--- src/bst_pkg.sv ---
package bsp_pkg;

  // ***************************************************************
  // sizes and opcodes
  // ***************************************************************
  localparam int unsigned IR_LEN     = 4;
  localparam int unsigned NUM_IN     = 8;
  localparam int unsigned NUM_OUT    = 8;
  localparam int unsigned SIG_LEN    = 32;
  localparam int unsigned ID_LEN     = 32;
  localparam int unsigned CFG_W      = 8;

  localparam logic [3:0]  OP_EXTEST  = 4'h0;
  localparam logic [3:0]  OP_SAMPLE  = 4'h1;
  localparam logic [3:0]  OP_IDCODE  = 4'h6;
  localparam logic [3:0]  OP_USERSIG = 4'h7;
  localparam logic [3:0]  OP_RECONFIG = 4'h8;
  localparam logic [3:0]  OP_BYPASS  = 4'hF;

  // ***************************************************************
  // capture and reset values
  // ***************************************************************
  localparam logic [3:0]  IR_CAPTURE = 4'h1;
  // arbitrary identification value, bit 0 set as the scan standard asks
  localparam logic [31:0] ID_VALUE   = 32'h0A5C_3001;
  localparam logic        TDO_RESET  = 1'b0;

  // ***************************************************************
  // types
  // ***************************************************************
  typedef enum logic [3:0] {
    ST_RESET  = 4'b0000, ST_IDLE   = 4'b0001, ST_SEL_DR = 4'b0011,
    ST_CAP_DR = 4'b0010, ST_SH_DR  = 4'b0110, ST_EX1_DR = 4'b0111,
    ST_PA_DR  = 4'b0101, ST_EX2_DR = 4'b0100, ST_UPD_DR = 4'b1100,
    ST_SEL_IR = 4'b1101, ST_CAP_IR = 4'b1111, ST_SH_IR  = 4'b1110,
    ST_EX1_IR = 4'b1010, ST_PA_IR  = 4'b1011, ST_EX2_IR = 4'b1001,
    ST_UPD_IR = 4'b1000
  } bsp_state_type;

  typedef struct packed {
    logic tck;
    logic tms;
    logic tdi;
  } bsp_jtag_type;

  typedef struct packed {
    logic             stb;
    logic [CFG_W-1:0] data;
  } bsp_cfg_type;

endpackage

--- src/bst_sync.sv ---
`timescale 1ns/1ps
module bsp_sync #(
  parameter int unsigned W = 1
) (
  input  wire logic         clk_i,
  input  wire logic         rst_i,
  input  wire logic         ce_i,
  input  wire logic [W-1:0] d_i,
  output logic      [W-1:0] q_o
);

  // ***************************************************************
  // two-stage synchroniser
  // ***************************************************************
  logic [W-1:0] meta;

  always_ff @(posedge clk_i) begin
    if (rst_i) begin
      meta <= '0;
      q_o  <= '0;
    end else if (ce_i) begin
      meta <= d_i;
      q_o  <= meta;
    end
  end

endmodule

--- src/bst_tap.sv ---
`timescale 1ns/1ps
module bsp_tap
  import bsp_pkg::*;
#(
  parameter int unsigned     N_IN       = bsp_pkg::NUM_IN,
  parameter int unsigned     N_OUT      = bsp_pkg::NUM_OUT,
  parameter int unsigned     IR_W       = bsp_pkg::IR_LEN,
  parameter logic [31:0]     ID_CODE    = bsp_pkg::ID_VALUE,
  parameter logic [IR_W-1:0] C_EXTEST   = bsp_pkg::OP_EXTEST,
  parameter logic [IR_W-1:0] C_SAMPLE   = bsp_pkg::OP_SAMPLE,
  parameter logic [IR_W-1:0] C_IDCODE   = bsp_pkg::OP_IDCODE,
  parameter logic [IR_W-1:0] C_USERSIG  = bsp_pkg::OP_USERSIG,
  parameter logic [IR_W-1:0] C_RECONFIG = bsp_pkg::OP_RECONFIG,
  parameter logic [IR_W-1:0] C_BYPASS   = bsp_pkg::OP_BYPASS
) (
  input  wire logic                      MCLK_I,
  input  wire logic                      RST_I,
  input  wire logic                      CE_I,
  input  wire bsp_pkg::bsp_jtag_type     JTAG_I,
  output logic                           TDO_O,
  output logic                           TDO_OE_O,
  input  wire logic [N_IN-1:0]           PIN_I,
  output logic      [N_IN-1:0]           CORE_IN_O,
  input  wire logic [N_OUT-1:0]          CORE_OUT_I,
  output logic      [N_OUT-1:0]          PIN_O,
  input  wire logic                      CFG_BUSY_I,
  input  wire logic [bsp_pkg::SIG_LEN-1:0] USER_SIG_I,
  output logic                           CFG_MODE_O,
  output bsp_pkg::bsp_cfg_type           CFG_O
);

  localparam int unsigned BSR_LEN = N_IN + N_OUT;

  // ***************************************************************
  // pin synchronisers
  // ***************************************************************
  bsp_jtag_type    jtag_s;
  logic [N_IN-1:0] pin_s;
  logic            tck_d;
  logic            next_tck_d;
  logic            rise;
  logic            fall;

  bsp_sync #(.W(3)) u_sync_jtag (
    .clk_i (MCLK_I),
    .rst_i (RST_I),
    .ce_i  (CE_I),
    .d_i   (JTAG_I),
    .q_o   (jtag_s)
  );

  bsp_sync #(.W(N_IN)) u_sync_pin (
    .clk_i (MCLK_I),
    .rst_i (RST_I),
    .ce_i  (CE_I),
    .d_i   (PIN_I),
    .q_o   (pin_s)
  );

  assign rise = jtag_s.tck & ~tck_d;
  assign fall = ~jtag_s.tck & tck_d;

  // ***************************************************************
  // tck edge detect
  // ***************************************************************
  always_comb begin
    next_tck_d = jtag_s.tck;
  end

  always_ff @(posedge MCLK_I) begin
    if (RST_I) begin
      tck_d <= 1'b0;
    end else if (CE_I) begin
      tck_d <= next_tck_d;
    end
  end

  // ***************************************************************
  // state
  // ***************************************************************
  bsp_state_type          state,    next_state;
  logic [IR_W-1:0]        ir,       next_ir;
  logic [IR_W-1:0]        ir_sh,    next_ir_sh;
  logic                   byp,      next_byp;
  logic [ID_LEN-1:0]      id_sh,    next_id_sh;
  logic [SIG_LEN-1:0]     sig_sh,   next_sig_sh;
  logic [BSR_LEN-1:0]     bsr_sh,   next_bsr_sh;
  logic [N_OUT-1:0]       bsr_upd,  next_bsr_upd;
  logic [CFG_W-1:0]       cfg_sh,   next_cfg_sh;
  logic [2:0]             cfg_cnt,  next_cfg_cnt;
  logic                   tdo,      next_tdo;
  logic                   tdo_oe,   next_tdo_oe;
  logic [N_IN-1:0]        core_in,  next_core_in;
  logic [N_OUT-1:0]       pin_out,  next_pin_out;
  logic                   cfg_mode, next_cfg_mode;
  bsp_cfg_type            cfg,      next_cfg;
  logic [IR_W-1:0]        eff;

  // ***************************************************************
  // effective instruction
  // ***************************************************************
  always_comb begin
    eff = ir;
    if (CFG_BUSY_I && (ir == C_EXTEST || ir == C_SAMPLE)) begin
      eff = C_BYPASS;
    end else if (ir != C_EXTEST && ir != C_SAMPLE && ir != C_IDCODE &&
                 ir != C_USERSIG && ir != C_RECONFIG) begin
      eff = C_BYPASS;
    end
  end

  // ***************************************************************
  // controller next values
  // ***************************************************************
  always_comb begin
    next_state    = state;
    next_ir       = ir;
    next_ir_sh    = ir_sh;
    next_byp      = byp;
    next_id_sh    = id_sh;
    next_sig_sh   = sig_sh;
    next_bsr_sh   = bsr_sh;
    next_bsr_upd  = bsr_upd;
    next_cfg_sh   = cfg_sh;
    next_cfg_cnt  = cfg_cnt;
    next_tdo      = tdo;
    next_tdo_oe   = tdo_oe;
    next_cfg      = '0;

    if (rise) begin
      unique case (state)
        ST_RESET:  next_state = jtag_s.tms ? ST_RESET  : ST_IDLE;
        ST_IDLE:   next_state = jtag_s.tms ? ST_SEL_DR : ST_IDLE;
        ST_SEL_DR: next_state = jtag_s.tms ? ST_SEL_IR : ST_CAP_DR;
        ST_CAP_DR: next_state = jtag_s.tms ? ST_EX1_DR : ST_SH_DR;
        ST_SH_DR:  next_state = jtag_s.tms ? ST_EX1_DR : ST_SH_DR;
        ST_EX1_DR: next_state = jtag_s.tms ? ST_UPD_DR : ST_PA_DR;
        ST_PA_DR:  next_state = jtag_s.tms ? ST_EX2_DR : ST_PA_DR;
        ST_EX2_DR: next_state = jtag_s.tms ? ST_UPD_DR : ST_SH_DR;
        ST_UPD_DR: next_state = jtag_s.tms ? ST_SEL_DR : ST_IDLE;
        ST_SEL_IR: next_state = jtag_s.tms ? ST_RESET  : ST_CAP_IR;
        ST_CAP_IR: next_state = jtag_s.tms ? ST_EX1_IR : ST_SH_IR;
        ST_SH_IR:  next_state = jtag_s.tms ? ST_EX1_IR : ST_SH_IR;
        ST_EX1_IR: next_state = jtag_s.tms ? ST_UPD_IR : ST_PA_IR;
        ST_PA_IR:  next_state = jtag_s.tms ? ST_EX2_IR : ST_PA_IR;
        ST_EX2_IR: next_state = jtag_s.tms ? ST_UPD_IR : ST_SH_IR;
        ST_UPD_IR: next_state = jtag_s.tms ? ST_SEL_DR : ST_IDLE;
      endcase

      unique case (state)
        ST_CAP_IR: begin
          next_ir_sh = IR_W'(IR_CAPTURE);
        end
        ST_SH_IR: begin
          next_ir_sh = {jtag_s.tdi, ir_sh[IR_W-1:1]};
        end
        ST_CAP_DR: begin
          next_byp     = 1'b0;
          next_id_sh   = ID_CODE;
          next_sig_sh  = USER_SIG_I;
          next_cfg_cnt = '0;
          if (eff == C_SAMPLE || eff == C_EXTEST) begin
            next_bsr_sh = {CORE_OUT_I, pin_s};
          end
        end
        ST_SH_DR: begin
          if (eff == C_IDCODE) begin
            next_id_sh = {jtag_s.tdi, id_sh[ID_LEN-1:1]};
          end else if (eff == C_USERSIG) begin
            next_sig_sh = {jtag_s.tdi, sig_sh[SIG_LEN-1:1]};
          end else if (eff == C_SAMPLE || eff == C_EXTEST) begin
            next_bsr_sh = {jtag_s.tdi, bsr_sh[BSR_LEN-1:1]};
          end else if (eff == C_RECONFIG) begin
            next_cfg_sh  = {jtag_s.tdi, cfg_sh[CFG_W-1:1]};
            next_cfg_cnt = cfg_cnt + 3'd1;
            if (cfg_cnt == 3'd7) begin
              next_cfg.stb  = 1'b1;
              next_cfg.data = {jtag_s.tdi, cfg_sh[CFG_W-1:1]};
            end
          end else begin
            next_byp = jtag_s.tdi;
          end
        end
        default: begin
        end
      endcase
    end

    if (fall) begin
      next_tdo_oe = (state == ST_SH_DR) || (state == ST_SH_IR);
      if (state == ST_SH_IR) begin
        next_tdo = ir_sh[0];
      end else if (state == ST_SH_DR) begin
        if (eff == C_IDCODE) begin
          next_tdo = id_sh[0];
        end else if (eff == C_USERSIG) begin
          next_tdo = sig_sh[0];
        end else if (eff == C_SAMPLE || eff == C_EXTEST) begin
          next_tdo = bsr_sh[0];
        end else if (eff == C_RECONFIG) begin
          next_tdo = 1'b0;
        end else begin
          next_tdo = byp;
        end
      end
      if (state == ST_RESET) begin
        next_ir = C_IDCODE;
      end
      if (state == ST_UPD_IR) begin
        next_ir = ir_sh;
      end
      if (state == ST_UPD_DR && (eff == C_SAMPLE || eff == C_EXTEST)) begin
        next_bsr_upd = bsr_sh[BSR_LEN-1:N_IN];
      end
    end
  end

  // ***************************************************************
  // controller registers
  // ***************************************************************
  always_ff @(posedge MCLK_I) begin
    if (RST_I) begin
      state    <= ST_RESET;
      ir       <= C_IDCODE;
      ir_sh    <= '0;
      byp      <= 1'b0;
      id_sh    <= '0;
      sig_sh   <= '0;
      bsr_sh   <= '0;
      bsr_upd  <= '0;
      cfg_sh   <= '0;
      cfg_cnt  <= '0;
      tdo      <= TDO_RESET;
      tdo_oe   <= 1'b0;
      cfg      <= '0;
    end else if (CE_I) begin
      state    <= next_state;
      ir       <= next_ir;
      ir_sh    <= next_ir_sh;
      byp      <= next_byp;
      id_sh    <= next_id_sh;
      sig_sh   <= next_sig_sh;
      bsr_sh   <= next_bsr_sh;
      bsr_upd  <= next_bsr_upd;
      cfg_sh   <= next_cfg_sh;
      cfg_cnt  <= next_cfg_cnt;
      tdo      <= next_tdo;
      tdo_oe   <= next_tdo_oe;
      cfg      <= next_cfg;
    end
  end

  // ***************************************************************
  // pin path next values
  // ***************************************************************
  always_comb begin
    next_core_in  = pin_s;
    next_cfg_mode = (eff == C_RECONFIG);
    if (eff == C_EXTEST) begin
      next_pin_out = bsr_upd;
    end else begin
      next_pin_out = CORE_OUT_I;
    end
  end

  // ***************************************************************
  // pin path registers
  // ***************************************************************
  always_ff @(posedge MCLK_I) begin
    if (RST_I) begin
      core_in  <= '0;
      pin_out  <= '0;
      cfg_mode <= 1'b0;
    end else if (CE_I) begin
      core_in  <= next_core_in;
      pin_out  <= next_pin_out;
      cfg_mode <= next_cfg_mode;
    end
  end

  // ***************************************************************
  // outputs
  // ***************************************************************
  assign TDO_O      = tdo;
  assign TDO_OE_O   = tdo_oe;
  assign CORE_IN_O  = core_in;
  assign PIN_O      = pin_out;
  assign CFG_MODE_O = cfg_mode;
  assign CFG_O      = cfg;

endmodule

--- config.mk ---
export PLATFORM = sky130hd
export DESIGN_NAME = bsp_tap
export DESIGN_NICKNAME = d
export VERILOG_FILES = /design/src/bst_pkg.sv /design/src/bst_sync.sv /design/src/bst_tap.sv
export SDC_FILE = /design/constraint.sdc
export NUM_CORES = 1
export LEC_CHECK = 0
export ABC_AREA = 0
export BUFFER_PORTS_ARGS = -buffer_cell sky130_fd_sc_hd__buf_2
export CORE_MARGIN = 4
export CORE_UTILIZATION = 58
export DETAILED_ROUTE_END_ITERATION = 7
export PLACE_DENSITY = 0.89
export SETUP_SLACK_MARGIN = 0.3
export SYNTH_ARGS = -nofsm -noshare
export SYNTH_HDL_FRONTEND = slang
export SYNTH_SLANG_ARGS = --single-unit
--- constraint.sdc ---
create_clock -name MCLK_I -period 2.6 [get_ports MCLK_I]
set_clock_uncertainty 0.1 [all_clocks]
set_input_delay 0.26 -clock MCLK_I [delete_from_list [all_inputs] [get_ports MCLK_I]]
set_output_delay 0.26 -clock MCLK_I [all_outputs]
set_load 0.02 [all_outputs]
# == Word-level counts from Yosys, hierarchy flattened ==
# Index checks and enable logic that the tools add are counted.
# classes
multipliers,0
eq_ne,34
div,0
n_mux,52
n_reduce_logical,32
shift,0
bitwise,7
add_sub_neg,1
n_lt_le_gt_ge,0
# op_table
cell,count
$pmux W32 S2,2
$mux W32,3
$mux W16,4
$mux W9,7
$pmux W4 S12,1
$eq A4 B4 Y1 const B,9
$mux W4,8
$pmux W16 S2,1
$reduce_and A7 Y1,4
$eq A4 B3 Y1 const B,6
$mux W3,6
$ne A2 B2 Y1 const B,7
$mux W1,13
$eq A4 B1 Y1 const B,3
$logic_not A4 Y1,3
$reduce_and A3 Y1,4
$eq A4 B2 Y1 const B,2
$mux W8,1
$ne A4 B3 Y1 const B,2
$pmux W4 S2,1
$reduce_bool A2 Y1,4
$logic_and A1 B1 Y1,6
$mux W2,3
$pmux W3 S2,1
15 further kinds,25
# totals
output_inout_bits,28
inputBits,55
rom_bits,0
ram_bits,0
ff_bits,163
mem_count,0
word_cells,148
latchBits,0

# == Logic depth before layout (Yosys ltp) ==
# Gate-level depths: netlist of the first run.
# depth
word_depth,14
depth_mapped,7
ltp_nobuf,4

# == Hierarchy ==
# From an unflattened synthesis of the first run, not the netlist that was laid out.
# unflattened
hier_cells,762
hier_area_um2,6605.1
# by_module_without_submodules
mod,area_per_inst_um2,cells_each,n_inst,seq_area_each_um2
bsp_tap,5810.6,691,1,2802.7
bsp_sync (u_sync_pin),580.6,52,1,320.3
bsp_sync (u_sync_jtag),214.0,19,1,120.1

# == Worst setup path after synthesis of the first run ==
# No wires, ideal clock.
# synth_path
path_kind,register -> register
startpoint,register ir[3]
endpoint,register bsr_upd[0]
path_buffers,1
synth_period_minus_slack_ps,2095
required_time_ps,2372
slack_ps,505
stages_incl_launch_ff,6
arrival_ps,1868
setup_ps,128
path_cell_list,dfxtp_1 > or4_1 > buf_2 > nor4_4 > mux2i_1 > nor2_1
# synth_between
elab_chain_cells,11
word_cells_on_any_way,20
classes_between,eq/ne: 6; mux: 2; reduce/logical: 12
# synth_lines
element,line,source
"start, declared",bst_tap.sv:82,"logic [IR_W-1:0] ir, next_ir;"
"start signal, assigned",bst_tap.sv:238,ir <= next_ir;
$ne A4 B1 Y1 or $reduce_bool A4 Y1 (tied branches),bst_tap.sv:106,end else if (ir != C_EXTEST && ir != C_SAMPLE && ir != C_IDCODE &&
$logic_and A1 B1 Y1 (3 in series),bst_tap.sv:106,
$logic_and A1 B1 Y1,bst_tap.sv:107,ir != C_USERSIG && ir != C_RECONFIG) begin
$mux W4,bst_tap.sv:106,
$mux W4 (*),bst_tap.sv:104,if (CFG_BUSY_I && (ir == C_EXTEST || ir == C_SAMPLE)) begin
$eq A4 B1 Y1 or $logic_not A4 Y1 (tied branches),bst_tap.sv:212,if (state == ST_UPD_DR && (eff == C_SAMPLE || eff == C_EXTEST)) begin
$logic_or A1 B1 Y1 (*),bst_tap.sv:212,
$logic_and A1 B1 Y1 (*),bst_tap.sv:212,
$reduce_and A3 Y1 (no source line) (*),--,
"end signal, assigned",bst_tap.sv:244,bsr_upd <= next_bsr_upd;
"end, declared",bst_tap.sv:88,"logic [N_OUT-1:0] bsr_upd, next_bsr_upd;"
# Mark *: on every way between the ends. The rest lies on a longest branch, timed or not.
# A chain may end at the register's enable or synchronous reset.

# == Worst setup path after layout of the first run ==
# layout_path
startpoint,register state[1]
endpoint,register bsr_sh[15]
# layout_between
elab_chain_cells,3
word_cells_on_any_way,9
classes_between,eq/ne: 6; mux: 1; reduce/logical: 2
# layout_lines
element,line,source
"start, declared",bst_tap.sv:81,"bsp_state_type state, next_state;"
"start signal, assigned",bst_tap.sv:237,state <= next_state;
$eq A4 B2 Y1 or $eq A4 B3 Y1 (tied branches),bst_tap.sv:150,unique case (state)
"$ne A2 B2 Y1 (no source line), or another cell as far along",--,
$reduce_and A7 Y1 (no source line),--,
"end signal, assigned",bst_tap.sv:243,bsr_sh <= next_bsr_sh;
"end, declared",bst_tap.sv:87,"logic [BSR_LEN-1:0] bsr_sh, next_bsr_sh;"
# Several ways; a longest one is shown, not always the timed one.

==> results of run 1 <==
## flip-flops by register name, summed over array words and instances, names as in the netlist, 4 cells and up
name / count
PIN_O: 8
sig_sh: 32
CFG_O: 9
bsr_upd: 8
u_sync_pin.q_o: 8
ir: 4
id_sh: 32
bsr_sh: 16
state: 4
ir_sh: 4
cfg_sh: 7
u_sync_pin.meta: 8
CORE_IN_O: 8
## synth_stat cells, types with 2 or more instances
cell	number
a211o_1	3
nand4b_1	3
a21oi_1	40
nand2b_1	4
nor4_1	3
nor4bb_1	2
nor3b_1	2
a211oi_1	12
inv_1	3
a31oi_1	3
and3_1	2
nor2_1	121
a211oi_2	2
nand2_1	142
a311oi_1	35
nand3b_1	4
ha_1	2
buf_1	5
nor2b_1	6
a311oi_2	13
dfxtp_1	162
a22o_1	9
o21ai_0	8
mux2i_1	52
nor3_1	21
nand4bb_1	2
buf_2	5
o21bai_1	2
buf_6	2
clkbuf_1	55
nand3_1	24
## tightest hold or removal path, cell delays in order
cell and delay [ns]:
buf_2 0.09, nand2_1 0.05, a311oi_1 0.08
## power groups by stage
stage	clock network (W)	registers (W)	logic, W
after floorplan	0	0.00259	0.000119
after global placement	0	0.00258	0.000202
after detailed placement	0	0.00258	0.000206
after CTS	0.00247	0.00253	0.000233
after global routing	0.00258	0.00253	0.000259
final	0.00244	0.00253	0.000236
## per-stage QoR
stage	setup slack, ns	instances	hold WS, ns
after global placement	0.398	949	0.340
after floorplan	0.505	772	0.307
final	0.451	1008	0.0100
after global routing	0.309	1008	0.00114
after detailed placement	0.298	949	0.345
after CTS	0.352	1006	0.00273
## area by class of cell
| type | count | area, sq um |
|---|---|---|
| clock inverters | 11 | 130 |
| flip-flops and latches | 162 | 3240 |
| inverters | 3 | 11.3 |
| repair buffers | 129 | 866 |
| clock buffers | 21 | 450 |
| multi-input cells | 539 | 3220 |
| fillers | 793 | 3270 |
| well taps | 143 | 179 |
## layer usage
| layer | up-vias | part of all wire |
|---|---|---|
| met1 | 2737 | 0.41 |
| met4 | 0 | 0.026 |
| met3 | 43 | 0.070 |
| met5 | - | 0 |
| li1 | 2856 | - |
| met2 | 229 | 0.49 |
## worst paths after layout
kind                               startpoint         end  slack, ns  depth (start not counted)
worst max-delay path                 state[1]  bsr_sh[15]       0.45                          6
worst max register to register       state[1]  bsr_sh[15]       0.45                          6
worst min register to register      id_sh[26]   id_sh[26]       0.35                          2
worst min-delay path            USER_SIG_I[3]   sig_sh[3]       0.01                          3
## cells in the final DEF, fill, tap and decap left out, types with 4 or more instances in the layout
cell / instances
a211oi_1: 12
dlygate4sd3_1: 22
mux2i_1: 52
nand2b_1: 4
buf_2: 81
nand3_1: 24
nand3b_1: 4
a311oi_1: 35
a21oi_1: 40
dfxtp_1: 162
buf_4: 21
nor3_1: 21
nand2_1: 142
clkbuf_16: 17
o21ai_0: 8
nor2b_1: 6
a311oi_2: 13
nor2_1: 121
a22o_1: 9
clkinvlp_4: 4
## cells by family (layout without fill, tap and decap cells)
| group | Yosys count | after routing | share of synthesized area |
|---|---|---|---|
| flip-flops | 162 | 162 | 0.482 |
| buffers and inverters | 71 | 164 | 0.0433 |
| multiplexers | 52 | 52 | 0.0774 |
| AO/OA/AOI/OAI | 136 | 136 | 0.164 |
| adder cells (fa/ha/maj) | 2 | 2 | 0.00372 |
| AND/OR/NAND/NOR | 349 | 349 | 0.230 |
## repair_timing
item	CTS	global route
pin swaps	0	1
hold buffers	22	0
endpoints found under the setup margin	16	17
setup buffers	3	2
hold endpoints to repair	22	0
resized for setup	2	3
==> flow_summary.json, run 1 <==
{
  "outcome": "finished clean",
  "p_leak_nw": 3.01,
  "num_io_pins": 83,
  "grt_max_degree": 93,
  "ant_nets": 0,
  "yosysTopAreaCell": "dfxtp_1",
  "nNetsFinal": 909,
  "synthArstFlopShare": 0,
  "antenna_found_initial": 0,
  "yosysSeqAreaShare": 0.482,
  "ys.flop_type": "dfxtp_1",
  "fin_area_sq_um": 8100,
  "gp_congestion": 0.872,
  "ir_worst_vdd_uv": 560,
  "tightestPinTransition_ns": 0.678,
  "cp_max_fo": 7,
  "drt-vias-per-instance": 5.82,
  "path_delay_family": "compound AO/OA/AOI/OAI gates",
  "fin_crit_sh": 0.827,
  "cp_cell_sequence": "or3b_4 > a2111oi_4 > buf_6 > buf_4 > nor2_1 > a211oi_2",
  "grt_pass1_vias": 5482,
  "yosysWarnings": 0,
  "tns_ns": 0,
  "hpwl_um": 9040,
  "synth_cell_type_count": 54,
  "critPathMaxStageDelay_ns": 0.50,
  "grt_pass1_wl_um": 25800,
  "cts_tree": "yes",
  "pwr-share-seq": 0.485,
  "pwr-share-clk": 0.469,
  "power_frac_comb": 0.045,
  "intPower_w": 0.00406,
  "cts_max_path_buffers": 2,
  "placed_area_sq_um": 7230,
  "drv_slew": 0,
  "dieHeight_um": 116,
  "power_w": 0.00521,
  "use_met1": 0.293,
  "hp-class": "in2reg",
  "dieArea_sq_um": 13400,
  "syn_avg_cell_area_sq_um": 8.71,
  "swShare": 0.221,
  "drv_cap": 0,
  "min_period_ns": 2.15,
  "syn_inst": 772,
  "rows": 39,
  "crit_buf_inv": 2,
  "areaGrowthSynthToFinish_pct": 20.5,
  "synth-edff-count": 0,
  "drt_pass1_iterations": 7,
  "cp.arrival_ns": 2.38,
  "critPathCaptureType": "flip-flop",
  "root_buffer": "clkbuf_16",
  "start_util": 0.592,
  "setup_violations": 0,
  "wl_per_cell_um": 15.7,
  "hold_viol": 0,
  "clock.fmax_mhz": 465,
  "p_switching_w": 0.00115,
  "synth_nets": 829,
  "cp-start-kind": "flip-flop",
  "finalWirelength_um": 15800,
  "overflow": 0,
  "post-route-drc-count": 0,
  "io_buffers": 82,
  "fin_util": 0.713,
  "synthesis.area_sq_um": 6730,
  "ys_ff_latch": 162,
  "synthTopCellsByArea": "dfxtp_1 48%, nand2_1 7.9%, mux2i_1 7.7%, nor2_1 6.8%, a311oi_1 4.6%",
  "crit_type": "reg2reg",
  "core_area_sq_um": 11400,
  "clk_pin_slew_worst_paths_ns": 0.06,
  "numClockSinks": 162,
  "met2_usage": 0.407,
  "antenna-diode-count": 0,
  "die-width_um": 116,
  "required_ns": 2.83,
  "rsz0062_at_grt": "false",
  "slew_headroom": 0.548,
  "vias": 5865,
  "grt_usage": 0.240,
  "drive_above_1_share": 0.188,
  "top_usage_layer": "met2",
  "cts_made_buffers": 17,
  "netlist.area_leader.share": 0.482,
  "power.density_nw_per_um2": 643,
  "htree_levels": 4,
  "met3_usage": 0.0554,
  "worst_skew_pair.late_latency_ns": 0.42,
  "cpMaxStageDelayCell": "or3b_4",
  "drtIter0Drc": 538
}
No activity file was read; power rests on OpenSTA's default activity.
==> inputs of run 2 (changes only) <==
--- a/config.mk
+++ b/config.mk
@@ -8,9 +8,9 @@
 export ABC_AREA = 0
 export BUFFER_PORTS_ARGS = -buffer_cell sky130_fd_sc_hd__buf_2
 export CORE_MARGIN = 4
-export CORE_UTILIZATION = 58
+export CORE_UTILIZATION = 52
 export DETAILED_ROUTE_END_ITERATION = 7
-export PLACE_DENSITY = 0.89
+export PLACE_DENSITY = 0.84
 export SETUP_SLACK_MARGIN = 0.3
 export SYNTH_ARGS = -nofsm -noshare
 export SYNTH_HDL_FRONTEND = slang
==> constraint.sdc (replaced) <==
create_clock -name MCLK_I -period 1.76 [get_ports MCLK_I]
set_clock_uncertainty 0.1 [all_clocks]
set_input_delay 0.176 -clock MCLK_I [delete_from_list [all_inputs] [get_ports MCLK_I]]
set_output_delay 0.176 -clock MCLK_I [all_outputs]
set_load 0.02 [all_outputs]
==> run 2 against run 1 <==
  * The run now ends with negative setup slack left
  * Register-to-register slack got worse by 1.5 ns
  * Total power increased by 59%
  * Critical path depth increased by 3
  * Routed wire length increased by 140%
  * Via count increased by 45%
==> flow_summary.json, run 2 (synthesis results as in run 1) <==
{
  "areaGrowthSynthToFinish_pct": 67.5,
  "final_cell_mix": "155 x dfxtp_1, 105 x nand2_1, 83 x nor2_1",
  "io_buffers": 82,
  "grt_pass1_wl_um": 40000,
  "fin_util": 0.893,
  "drt_pass1_iterations": 8,
  "hp-class": "in2reg",
  "overflow": 0,
  "post-route-drc-count": 0,
  "drive_above_1_share": 0.482,
  "failed_checks": "negative setup slack",
  "outcome": "finished with violations",
  "critPathCaptureType": "flip-flop",
  "power_frac_comb": 0.066,
  "cts_made_buffers": 17,
  "final_common_cell": "dfxtp_1",
  "pre_cts_ws_ns": -0.283,
  "hold_viol": 0,
  "hpwl_um": 9870,
  "root_buffer": "clkbuf_16",
  "num_io_pins": 83,
  "setup_violations": 127,
  "instances_no_fill": 1174,
  "crit_buf_inv": 5,
  "cp_cell_sequence": "or3b_4 > buf_6 > buf_6 > a211oi_4 > buf_6 > buf_6 > buf_12 > nor2_1 > nor3_1",
  "reg_top3": "id_sh x32, sig_sh x32, bsr_sh x16",
  "antenna_found_initial": 6,
  "swShare": 0.267,
  "final-seq-area_sq_um": 3250,
  "dp_cells": 1006,
  "drv_slew": 0,
  "grt_max_degree": 63,
  "fillers": 451,
  "die-width_um": 122,
  "drtIter0Drc": 1373,
  "cp_max_fo": 8,
  "fin_worst_hold_slack_ns": 0.0561,
  "nNetsFinal": 1044,
  "tightestPinTransition_ns": 1.10,
  "slew_headroom": 0.260,
  "cts_tree": "yes",
  "htree_levels": 4,
  "pwr-share-seq": 0.453,
  "multi_input_area_sq_um": 4460,
  "cp.arrival_ns": 2.95,
  "drt-vias-per-instance": 7.25,
  "worst_skew_pair.late_latency_ns": 0.46,
  "wl_per_cell_um": 32.8,
  "required_ns": 1.91,
  "rows": 41,
  "p_switching_w": 0.00221,
  "grt_usage": 0.349,
  "gp_congestion": 0.821,
  "vias": 8509,
  "grt_pass1_vias": 7531,
  "critPathMaxStageDelay_ns": 0.76,
  "cpMostUsedCell": "buf_6",
  "ir_worst_vdd_uv": 899,
  "crit_type": "reg2reg",
  "power.density_nw_per_um2": 734,
  "ant_nets": 0,
  "power_w": 0.00827,
  "cpMaxStageDelayCell": "nor3_1",
  "fin_crit_sh": 1.59,
  "intPower_w": 0.00607,
  "drv_cap": 0,
  "finalWirelength_um": 38500,
  "dieArea_sq_um": 14800,
  "pwr-share-clk": 0.482,
  "cp-start-kind": "flip-flop",
  "core_area_sq_um": 12600,
  "cts_max_path_buffers": 2,
  "p_leak_nw": 4.28,
  "setup_slack_ns": -1.03,
  "numClockSinks": 162,
  "start_util": 0.533,
  "clock.fmax_mhz": 358,
  "min_period_ns": 2.79,
  "rsz0062_at_grt": "true",
  "path_delay_family": "simple AND/OR/NAND/NOR gates",
  "dieHeight_um": 122,
  "clk_pin_slew_worst_paths_ns": 0.08
}
## run 2: worst register-to-register path, cell delays in order (launching register included)
cell      delay (ns)
dfxtp_2         0.36
or3b_4          0.43
buf_6           0.14
buf_6           0.12
a211oi_4        0.21
buf_6           0.16
buf_6           0.10
buf_12          0.15
nor2_1          0.07
nor3_1          0.76
## run 2: layout make-up
type	instances	share of cell area
Multi-Input combinational cell	540	0.395
Sequential cell	162	0.289
Timing Repair Buffer	263	0.242
Clock buffer	17	0.0377
Tap cell	172	0.0191
Clock inverter	15	0.0151
Inverter	3	0.00133
Antenna cell	2	0.000444
## run 2: power by group through the flow
stage          clock network (W)  registers [W]  logic, W
2_1_floorplan                  0        0.00383  0.000176
3_3_place_gp                   0        0.00381  0.000319
3_5_place_dp                   0        0.00381  0.000327
4_1_cts                  0.00379        0.00373  0.000426
5_1_grt                  0.00411        0.00374  0.000558
6_report                 0.00399        0.00375  0.000543
## run 2: worst paths after layout
kind            startpoint    endpoint  slack, ns  depth (start not counted)
max               state[1]   id_sh[25]      -1.03                          9
min          CORE_OUT_I[7]  bsr_sh[15]       0.06                          3
max reg2reg       state[1]   id_sh[25]      -1.03                          9
min reg2reg       CFG_O[1]    CFG_O[1]       0.38                          1
## run 2: through the flow
step                setup TNS [ns]  instance area [sq um]
floorplan                   -11.45                   6990
global placement             -7.81                   7690
detailed placement          -11.14                   7690
CTS                          -9.96                   9950
global route                -37.18                  11300
finish                      -36.73                  11300
## run 2: repair_timing
action	CTS	global route
endpoints found under the setup margin	127	132
pin swaps	63	89
hold buffers	51	0
endpoints found under the hold margin	52	0
gates resized for setup	126	211
cloned	16	5
setup buffers	32	30
## run 2: routing by layer
metal  share of wire  GRT usage  routed length (um)
met2            0.43      0.619               16700
met5         0.00093          0                  36
met3            0.13     0.0859                5090
met4            0.14      0.236                5400
met1            0.29      0.362               11300
